--- config.mk ---
export PLATFORM = sky130hd
export DESIGN_NAME = sar_adc_serial_conversion_timing
export DESIGN_NICKNAME = d
export VERILOG_FILES = /design/src/rtl/sac_pkg.sv /design/src/rtl/sac_pins_if.sv /design/src/rtl/sac_pin_sync.sv /design/src/rtl/sar_adc_serial_conversion_timing.sv
export SDC_FILE = /design/constraint.sdc
export NUM_CORES = 1
export LEC_CHECK = 0
export ABC_AREA = 1
export BUFFER_PORTS_ARGS = -buffer_cell sky130_fd_sc_hd__buf_2
export CAP_MARGIN = 25
export CORE_ASPECT_RATIO = 0.75
export CORE_MARGIN = 2
export CORE_UTILIZATION = 25
export CTS_BUF_LIST = sky130_fd_sc_hd__clkbuf_4 sky130_fd_sc_hd__clkbuf_8
export CTS_CLUSTER_SIZE = 12
export DETAILED_ROUTE_END_ITERATION = 16
export PLACE_DENSITY_LB_ADDON = 0.05
export SETUP_SLACK_MARGIN = 0.1
export SYNTH_ARGS = -nofsm -noshare
export SYNTH_HDL_FRONTEND = slang
export SYNTH_SLANG_ARGS = --single-unit
--- constraint.sdc ---
create_clock -name mclk -period 4.2 [get_ports mclk]
set_clock_uncertainty 0.15 [all_clocks]
set_input_delay 0.63 -clock mclk [delete_from_list [all_inputs] [get_ports mclk]]
set_output_delay 0.63 -clock mclk [all_outputs]
set_load 0.02 [all_outputs]
--- src/rtl/sac_pkg.sv ---
// Constants, timing counts and state encoding for the converter conversion and readout logic.
package sac_pkg;

	// ****************************************************************
	// Clock and timing
	// ****************************************************************
	localparam int CLK_PERIOD_NS = 8;
	localparam int T_CONV_MIN_NS = 270;
	localparam int T_CONV_TYP_NS = 290;
	localparam int T_CONV_MAX_NS = 320;
	// Cycles from a strobe pin change to the sequencer acting on it: three sync stages
	// plus the edge decode. The conversion count is shortened by this much.
	localparam int PIN_LATENCY = 4;

	// Rounds a time up to whole clock cycles, never below one cycle.
	function automatic int sac_ceil_cycles(input int timeNs);
		int cycles;
		cycles = (timeNs + CLK_PERIOD_NS - 1) / CLK_PERIOD_NS;
		return (cycles < 1) ? 1 : cycles;
	endfunction

	// Rounds a time down to whole clock cycles, never below one cycle.
	function automatic int sac_floor_cycles(input int timeNs);
		int cycles;
		cycles = timeNs / CLK_PERIOD_NS;
		return (cycles < 1) ? 1 : cycles;
	endfunction

	localparam int CONV_MIN_CYCLES = sac_ceil_cycles(T_CONV_MIN_NS);
	localparam int CONV_MAX_CYCLES = sac_floor_cycles(T_CONV_MAX_NS);
	localparam int CONV_CYCLES = sac_ceil_cycles(T_CONV_TYP_NS);

	// ****************************************************************
	// Result layout
	// ****************************************************************
	localparam int RESULT_BITS = 16;
	localparam int RESULT_MSB = RESULT_BITS - 1;
	localparam int CONV_CNT_W = 6;
	localparam int BIT_CNT_W = 5;
	localparam logic [CONV_CNT_W-1:0] CONV_LAST = CONV_CNT_W'(CONV_CYCLES - PIN_LATENCY - 1);
	localparam logic [CONV_CNT_W-1:0] CONV_CNT_ZERO = 6'h00;
	localparam logic [BIT_CNT_W-1:0] BITS_FULL = BIT_CNT_W'(RESULT_BITS);
	localparam logic [BIT_CNT_W-1:0] BITS_NONE = 5'h00;
	localparam logic [RESULT_BITS-1:0] RESULT_RESET = 16'h0000;

	// ****************************************************************
	// Synchroniser
	// ****************************************************************
	localparam int SYNC_STAGES = 3;
	localparam logic [SYNC_STAGES-1:0] SYNC_RESET = 3'h0;

	// ****************************************************************
	// States
	// ****************************************************************
	typedef enum logic [1:0] {
		SAC_IDLE = 2'b00,
		SAC_CONVERT = 2'b01,
		SAC_READOUT = 2'b10
	} sac_state_t;

endpackage

--- src/rtl/sac_pins_if.sv ---
// Synchronised pin levels and edges passed from the pin synchroniser to the converter core.
`timescale 1ns/1ps
interface sac_pins_if;
	logic strobeLvl;
	logic strobeRise;
	logic selLvl;
	logic sckRise;
	logic sckFall;

	modport prod (
		output strobeLvl,
		output strobeRise,
		output selLvl,
		output sckRise,
		output sckFall
	);

	modport cons (
		input strobeLvl,
		input strobeRise,
		input selLvl,
		input sckRise,
		input sckFall
	);
endinterface

--- src/rtl/sac_pin_sync.sv ---
// Three-stage pin synchroniser with agreement filter and edge detection for the strobe and serial clock pins.
`timescale 1ns/1ps
module sac_pin_sync import sac_pkg::*; (
	// Clock and reset
	input wire logic mclk,
	input wire logic rst,
	// Raw pins
	input wire logic convPin,
	input wire logic selPin,
	input wire logic sckPin,
	// Synchronised view
	sac_pins_if.prod pins
);

	// ****************************************************************
	// Synchroniser chains
	// ****************************************************************
	// Stage 0 is read only by stage 1; a level counts once stages 1 and 2 agree.
	logic [SYNC_STAGES-1:0] strobeChain;
	logic [SYNC_STAGES-1:0] selChain;
	logic [SYNC_STAGES-1:0] sckChain;
	logic strobeLvl;
	logic selLvl;
	logic sckLvl;

	// The select chain starts at its idle high level, so no false low level follows reset.
	always_ff @(posedge mclk) begin
		if (rst) begin
			strobeChain <= SYNC_RESET;
			selChain <= ~SYNC_RESET;
			sckChain <= SYNC_RESET;
		end else begin
			strobeChain <= {strobeChain[1:0], convPin};
			selChain <= {selChain[1:0], selPin};
			sckChain <= {sckChain[1:0], sckPin};
		end
	end

	always_ff @(posedge mclk) begin
		if (rst) begin
			strobeLvl <= 1'b0;
			selLvl <= 1'b1;
			sckLvl <= 1'b0;
		end else begin
			if (strobeChain[1] == strobeChain[2]) strobeLvl <= strobeChain[2];
			if (selChain[1] == selChain[2]) selLvl <= selChain[2];
			if (sckChain[1] == sckChain[2]) sckLvl <= sckChain[2];
		end
	end

	// ****************************************************************
	// Edges
	// ****************************************************************
	assign pins.strobeLvl = strobeLvl;
	assign pins.selLvl = selLvl;
	assign pins.strobeRise = !strobeLvl && (strobeChain[1] == strobeChain[2]) && strobeChain[2];
	assign pins.sckRise = !sckLvl && (sckChain[1] == sckChain[2]) && sckChain[2];
	assign pins.sckFall = sckLvl && (sckChain[1] == sckChain[2]) && !sckChain[2];

endmodule // sac_pin_sync

--- src/rtl/sar_adc_serial_conversion_timing.sv ---
// Conversion timer and serial result port of a 16-bit successive-approximation converter.
//
// Notes on behaviour
// - Result ready 270 to 320 ns after strobe.
// - Strobe or select low drives result MSB.
// - Each falling clock edge presents next bit.
// - Chip-select output released on strobe and select both high or end.
// - Daisy-chain input captured on rising clock edges.
`timescale 1ns/1ps
module sar_adc_serial_conversion_timing import sac_pkg::*; (
	// Clock and reset
	input wire logic mclk,
	input wire logic rst,
	// Converter pins
	input wire logic convert_strobe,
	input wire logic serial_select_in,
	input wire logic serialClk,
	output logic serial_result_out,
	output logic serialResultOe,
	// Sampled analog value from the comparator array
	input wire logic [RESULT_BITS-1:0] sampleValue,
	// Status
	output logic conversionBusy,
	output logic resultReady,
	output logic chainModeActive
);

	// ****************************************************************
	// Pin synchronisation
	// ****************************************************************
	sac_pins_if pins();

	sac_pin_sync uPinSync (
		.mclk(mclk),
		.rst(rst),
		.convPin(convert_strobe),
		.selPin(serial_select_in),
		.sckPin(serialClk),
		.pins(pins.prod)
	);

	// ****************************************************************
	// State and storage
	// ****************************************************************
	sac_state_t state;
	sac_state_t next_state;
	logic [CONV_CNT_W-1:0] convCount;
	logic [RESULT_BITS-1:0] sampleHold;
	logic [RESULT_BITS-1:0] shiftReg;
	logic [BIT_CNT_W-1:0] bitsLeft;
	logic chainMode;
	logic chainBit;
	logic convDone;
	logic next_oe;

	assign convDone = (state == SAC_CONVERT) && (convCount == CONV_LAST);

	// ****************************************************************
	// Decode helpers
	// ****************************************************************
	// A strobe edge starts a conversion unless one is already running.
	function automatic logic startsConversion(input logic rise, input sac_state_t st);
		return rise && (st != SAC_CONVERT);
	endfunction

	// Each falling serial clock edge seen during readout moves the shifter by one bit.
	function automatic logic shiftsBit(input logic fall, input sac_state_t st);
		return fall && (st == SAC_READOUT);
	endfunction

	logic startConv;
	logic shiftStep;

	assign startConv = startsConversion(pins.strobeRise, state);
	assign shiftStep = shiftsBit(pins.sckFall, state);

	// ****************************************************************
	// Sequencer
	// ****************************************************************
	// A new strobe edge during readout aborts it; one during conversion is ignored,
	// since the sampling capacitors are already committed to the running conversion.
	always_comb begin
		next_state = state;
		case (state)
			SAC_IDLE: begin
				if (pins.strobeRise) next_state = SAC_CONVERT;
			end
			SAC_CONVERT: begin
				if (convDone) next_state = SAC_READOUT;
			end
			SAC_READOUT: begin
				if (pins.strobeRise) next_state = SAC_CONVERT;
			end
			default: begin
				next_state = SAC_IDLE;
			end
		endcase
	end

	always_ff @(posedge mclk) begin
		if (rst) begin
			state <= SAC_IDLE;
		end else begin
			state <= next_state;
		end
	end

	// ****************************************************************
	// Conversion timer
	// ****************************************************************
	// The strobe reaches the sequencer a few cycles late, so the count is trimmed by
	// that latency to keep the result inside the window measured at the strobe pin.
	always_ff @(posedge mclk) begin
		if (rst) begin
			convCount <= CONV_CNT_ZERO;
		end else if (state != SAC_CONVERT) begin
			convCount <= CONV_CNT_ZERO;
		end else if (!convDone) begin
			convCount <= convCount + 1'b1;
		end
	end

	always_ff @(posedge mclk) begin
		if (rst) begin
			sampleHold <= RESULT_RESET;
		end else if (startConv) begin
			sampleHold <= sampleValue;
		end
	end

	// ****************************************************************
	// Mode select
	// ****************************************************************
	// Select low at the strobe edge chooses daisy-chain; high chooses chip-select.
	always_ff @(posedge mclk) begin
		if (rst) begin
			chainMode <= 1'b0;
		end else if (startConv) begin
			chainMode <= !pins.selLvl;
		end
	end

	// ****************************************************************
	// Serial shifter
	// ****************************************************************
	always_ff @(posedge mclk) begin
		if (rst) begin
			chainBit <= 1'b0;
		end else if (chainMode && (state == SAC_READOUT) && pins.sckRise) begin
			chainBit <= pins.selLvl;
		end
	end

	always_ff @(posedge mclk) begin
		if (rst) begin
			shiftReg <= RESULT_RESET;
		end else if (convDone) begin
			shiftReg <= sampleHold;
		end else if (shiftStep) begin
			shiftReg <= {shiftReg[RESULT_MSB-1:0], chainMode ? chainBit : 1'b0};
		end
	end

	always_ff @(posedge mclk) begin
		if (rst) begin
			bitsLeft <= BITS_NONE;
		end else if (convDone) begin
			bitsLeft <= BITS_FULL;
		end else if (pins.strobeRise) begin
			bitsLeft <= BITS_NONE;
		end else if (shiftStep && (bitsLeft != BITS_NONE)) begin
			bitsLeft <= bitsLeft - 1'b1;
		end
	end

	// ****************************************************************
	// Output driver
	// ****************************************************************
	// In chip-select mode the pin is driven while strobe or select is low and
	// unsent bits remain; daisy-chain mode keeps the pin driven throughout.
	always_comb begin
		if (chainMode) begin
			next_oe = 1'b1;
		end else if ((next_state == SAC_READOUT) && (state == SAC_READOUT)) begin
			next_oe = (bitsLeft != BITS_NONE) && !(pins.strobeLvl && pins.selLvl);
		end else begin
			next_oe = 1'b0;
		end
	end

	always_ff @(posedge mclk) begin
		if (rst) begin
			serialResultOe <= 1'b0;
			serial_result_out <= 1'b0;
		end else begin
			serialResultOe <= next_oe;
			serial_result_out <= shiftReg[RESULT_MSB];
		end
	end

	// ****************************************************************
	// Status
	// ****************************************************************
	always_ff @(posedge mclk) begin
		if (rst) begin
			conversionBusy <= 1'b0;
			resultReady <= 1'b0;
			chainModeActive <= 1'b0;
		end else begin
			conversionBusy <= (next_state == SAC_CONVERT);
			resultReady <= convDone;
			chainModeActive <= chainMode;
		end
	end

endmodule // sar_adc_serial_conversion_timing

After elaboration in Yosys (flattened, before gate mapping)
Index checks and enable logic that the tools add are counted.

word-level totals
  bits in registers = 64
  output and inout port bits = 5
  word-level logic and storage cells = 68
  bits of input ports = 21

operators by class
  eq/ne operators = 9
  multiplexer cells = 11
  reductions and logical operators = 27
  add/sub/neg operators = 2

operators by type and width
  kind                                                                      count
  16-bit two-way mux                                                        2
  1-bit logical AND                                                         15
  5-bit two-way mux                                                         3
  6-bit by 1-bit adder with 6-bit output (second input constant)            1
  6-bit equality test (second input constant)                               1
  1-bit logical NOT                                                         5
  5-bit nonzero test                                                        1
  5-bit by 1-bit subtractor with 5-bit output (second input constant)       1
  2-bit by 1-bit equality test with 1-bit output (second input constant)    2
  2-bit equality test (second input constant)                               2
  2-bit two-way mux                                                         2
  2-bit case mux with 2 select lines                                        1
  2-bit OR reduction                                                        2
  1-bit equality test                                                       3
  1-bit two-way mux                                                         3
  3-bit nonzero test                                                        1
  3-bit OR reduction                                                        1
  2-bit logical NOT                                                         1
  2-bit by 1-bit inequality test with 1-bit output (second input constant)  1
  2-bit nonzero test                                                        1

Depth between registers and ports, before layout
  depth in word-level cells = 9
  gate-level depth with buffers = 9
  depth with buffers taken out = 9

Cells and area by module
Synthesis repeated with hierarchy kept, for this count alone.

unflattened totals
  cells, all modules = 359
  area total of the unflattened synthesis = 2722.6 um2

by module, submodules not included
  module                            seq. area each (um2)  instances  area each (um2)  cells each
  sar_adc_serial_conversion_timing  1041.0                1          2339.7           315
  sac_pin_sync                      240.2                 1          382.9            44

Least setup slack after synthesis
Ideal clock, no wire load.

  kind = input-to-reg
  start = in rst
  end = reg shiftReg[15]
  setup slack = 2648 ps
  data required time = 3986 ps
  setup time = 64 ps
  buffers on the path = 2
  data arrival time = 1338 ps
  cell stages on the path = 5
  cell sequence = buf_2 > inv_1 > clkbuf_1 > o21ai_0 > nor2_1

RTL lines
  what                    RTL line                                 RTL
  start: declaration      sar_adc_serial_conversion_timing.sv:13   input wire logic rst,
  end signal: assignment  sar_adc_serial_conversion_timing.sv:158  shiftReg <= sampleHold;
  end signal: assignment  sar_adc_serial_conversion_timing.sv:160  shiftReg <= {shiftReg[RESULT_MSB-1:0], chainMode ? chainBit : 1'b0};
  end: declaration        sar_adc_serial_conversion_timing.sv:49   logic [RESULT_BITS-1:0] shiftReg;

==> results.ini <==
[synth]
syn_inst = 343
synth_edf_count = 0
yosysWarningCount = 0
synth_top_area_cell = dfxtp_1
syn_nets = 368
yosysMostFrequentCell = nand2_1
synth_area_leaders = dfxtp_1 (49%), nand2_1 (9.3%), nor2_1 (8.6%), o21ai_0 (7.2%), a21oi_1 (4.8%)
synth_seq_cells = 64
yosysSeqAreaShare_pct = 48.7
ys_types = 28
syn-cell-area_um2 = 2630
ys_top_cells_by_count = nand2_1 (65), dfxtp_1 (64), nor2_1 (60)
syn_avg_cell_area_um2 = 7.67
async_reset_ff_share_pct = 0
synth_top_area_share_pct = 48.7
synth-main-ff-cell = dfxtp_1

[routing]
drt-initial-drc-count = 82
ant_nets = 0
avgRoutedWirePerCell_um = 11.5
drt-total-wl_um = 5850
viasPerCell = 4.10
via_count = 2081
dr.pass1.iters = 6
drcViolationCount = 0

[hold_path]
hp-start = uPinSync.strobeChain[0]
hold_path.class = flip-flop to flip-flop

[clock_network]
ctsResizeCount = 0
ctsRootBufferMaster = clkbuf_8
numCtsBuffers = 9
postCtsHoldBufs = 0
insertion_delay_ns = 0.35
tritoncts = done
clockBufferDepth = 2
post-cts-setup-buffer-count = 0
path_clk_slew_ns = 0.07
htree_levels = 3
cts_num_sinks = 64

[global_routing]
grtUsageTotal_pct = 11.5
grt_max_degree = 37
grt_pass1_wl_um = 9770
grt_pass1_vias = 1903
antenna_found_initial = 0
overflow = 0

[die]
core_area_um2 = 10200
dieArea_um2 = 11400
die_w_um = 122
ios = 26
row_count = 32
start_util_pct = 25.7
die_y_um = 92.8

[worst_setup_path]
cp_max_fo = 35
crit_path_end_kind = flip-flop
critPathKind = input pin to flip-flop
crit_family = buffers and inverters
path_cells = buf_2 > inv_1 > o21ai_0 > nor2_1
crit_path_start = rst
critPathBufInv = 2
slowest_stage = inv_1
start_kind = input pin
critPathMaxStageDelay_ns = 0.72
cp.arrival_ns = 2.01
crit_required_ns = 4.33
r2r-start = convCount[0]

[final_layout]
syn_to_final_growth_pct = 16.9
fill_cells = 1145
insertedDiodeCount = 0
drive_gt1_share_pct = 16.1
nets = 392

[power]
power.leakage_nw = 1.32
ir_worst_vdd_v = 0.000164
powerDensity_nw_per_um2 = 420
power_mw = 1.29

[timing]
holdWs_ns = 0.250
max_freq_ghz = 0.533
worst_slew_pin_slew_ns = 0.925
rsz0062_at_grt = false
final_max_slew_viol_count = 0
fin_tns_setup_ns = 0
fin_crit_sh_pct = 44.7
final_hold_viol_count = 0
relSlewSlack_pct = 38.3
setup_violations = 0
finalCriticalPeriod_ns = 1.88

[run]
maxCapViolCount = 0

[status]
status = finished, final reports clean

[placement]
gp_routability_congestion = 0.665
dp_hpwl_um = 3850
port_buffers = 25

registers in the layout, indices dropped and copies added (netlist names), 2 cells and up:
signal                count
bitsLeft                  5
convCount                 6
sampleHold               16
shiftReg                 16
state                     2
uPinSync.sckChain         3
uPinSync.selChain         3
uPinSync.strobeChain      3
cell usage in the layout (no fill, tap or decap):
cell         n
a21oi_1     25
a21oi_2      1
buf_2       25
bufinv_16    3
clkbuf_4     1
clkbuf_8     9
clkinv_2     2
clkinvlp_4   1
dfxtp_1     64
ha_1         4
inv_1       32
inv_2        5
nand2_1     65
nand2_4      2
nand3_1     12
nand3_4      1
nand3b_1     1
nand4_1      3
nor2_1      60
nor2_2       1
nor2_4       6
nor3_1       1
o21ai_0     38
o21ai_1      1
o22ai_1      1
o31ai_1      1
or2_2        3
xnor2_1      1
xor2_1       3
kinds of logic after synthesis:
family / share of synthesized area [%]
flip-flops: 48.7
AO/OA/AOI/OAI: 13.0
XOR/XNOR: 1.33
buffers and inverters: 8.66
AND/OR/NAND/NOR: 26.4
adder cells (fa/ha/maj): 1.90
power breakdown:
group          switching (mW)  total, mW  internal [mW]
Clock                   0.247      0.645          0.399
Sequential            0.00283      0.614          0.612
Combinational          0.0192     0.0324         0.0132
Total                   0.269       1.29           1.02
final timing paths:
path                             endpoint  slack, ns  depth (start not counted)
hold / removal    uPinSync.strobeChain[1]       0.25                          2
hold reg to reg   uPinSync.strobeChain[1]       0.25                          2
setup / recovery              shiftReg[4]       2.32                          4
setup reg to reg              shiftReg[4]       2.37                          7
metal layers:
metal / part of all wire (%) / routed length (um) / vias to the layer above / global-route usage (%)
met5: 0 / 0 / - / 0
met4: 2.1 / 125 / 0 / 5.46
met3: 5.0 / 294 / 10 / 4.56
met2: 34 / 2020 / 36 / 14.2
met1: 58 / 3410 / 900 / 16.8
li1: - / - / 1135 / -
area by class of cell:
class	instances	area (um2)	share of cell area [%]
clock buffers	10	131	4.27
clock inverters	6	108	3.50
inverters	37	139	4.52
multi-input cells	230	1120	36.5
flip-flops and latches	64	1280	41.7
well taps	136	170	5.53
repair buffers	25	125	4.07
tightest hold or removal path, cell delays in order, from the launching register on:
cell	delay, ns
dfxtp_1	0.30
inv_1	0.04
nor2_1	0.03
through the flow:
step	std cells	utilization (%)	area [um2]	worst slack (ns)
floorplan	343	-	2630	2.65
global placement	492	27.7	2840	1.94
detailed placement	492	27.7	2840	1.92
CTS	508	30.0	3080	2.27
global route	508	30.0	3080	2.14
finish	508	30.0	3080	2.32
(Power assumes the default switching activity.)
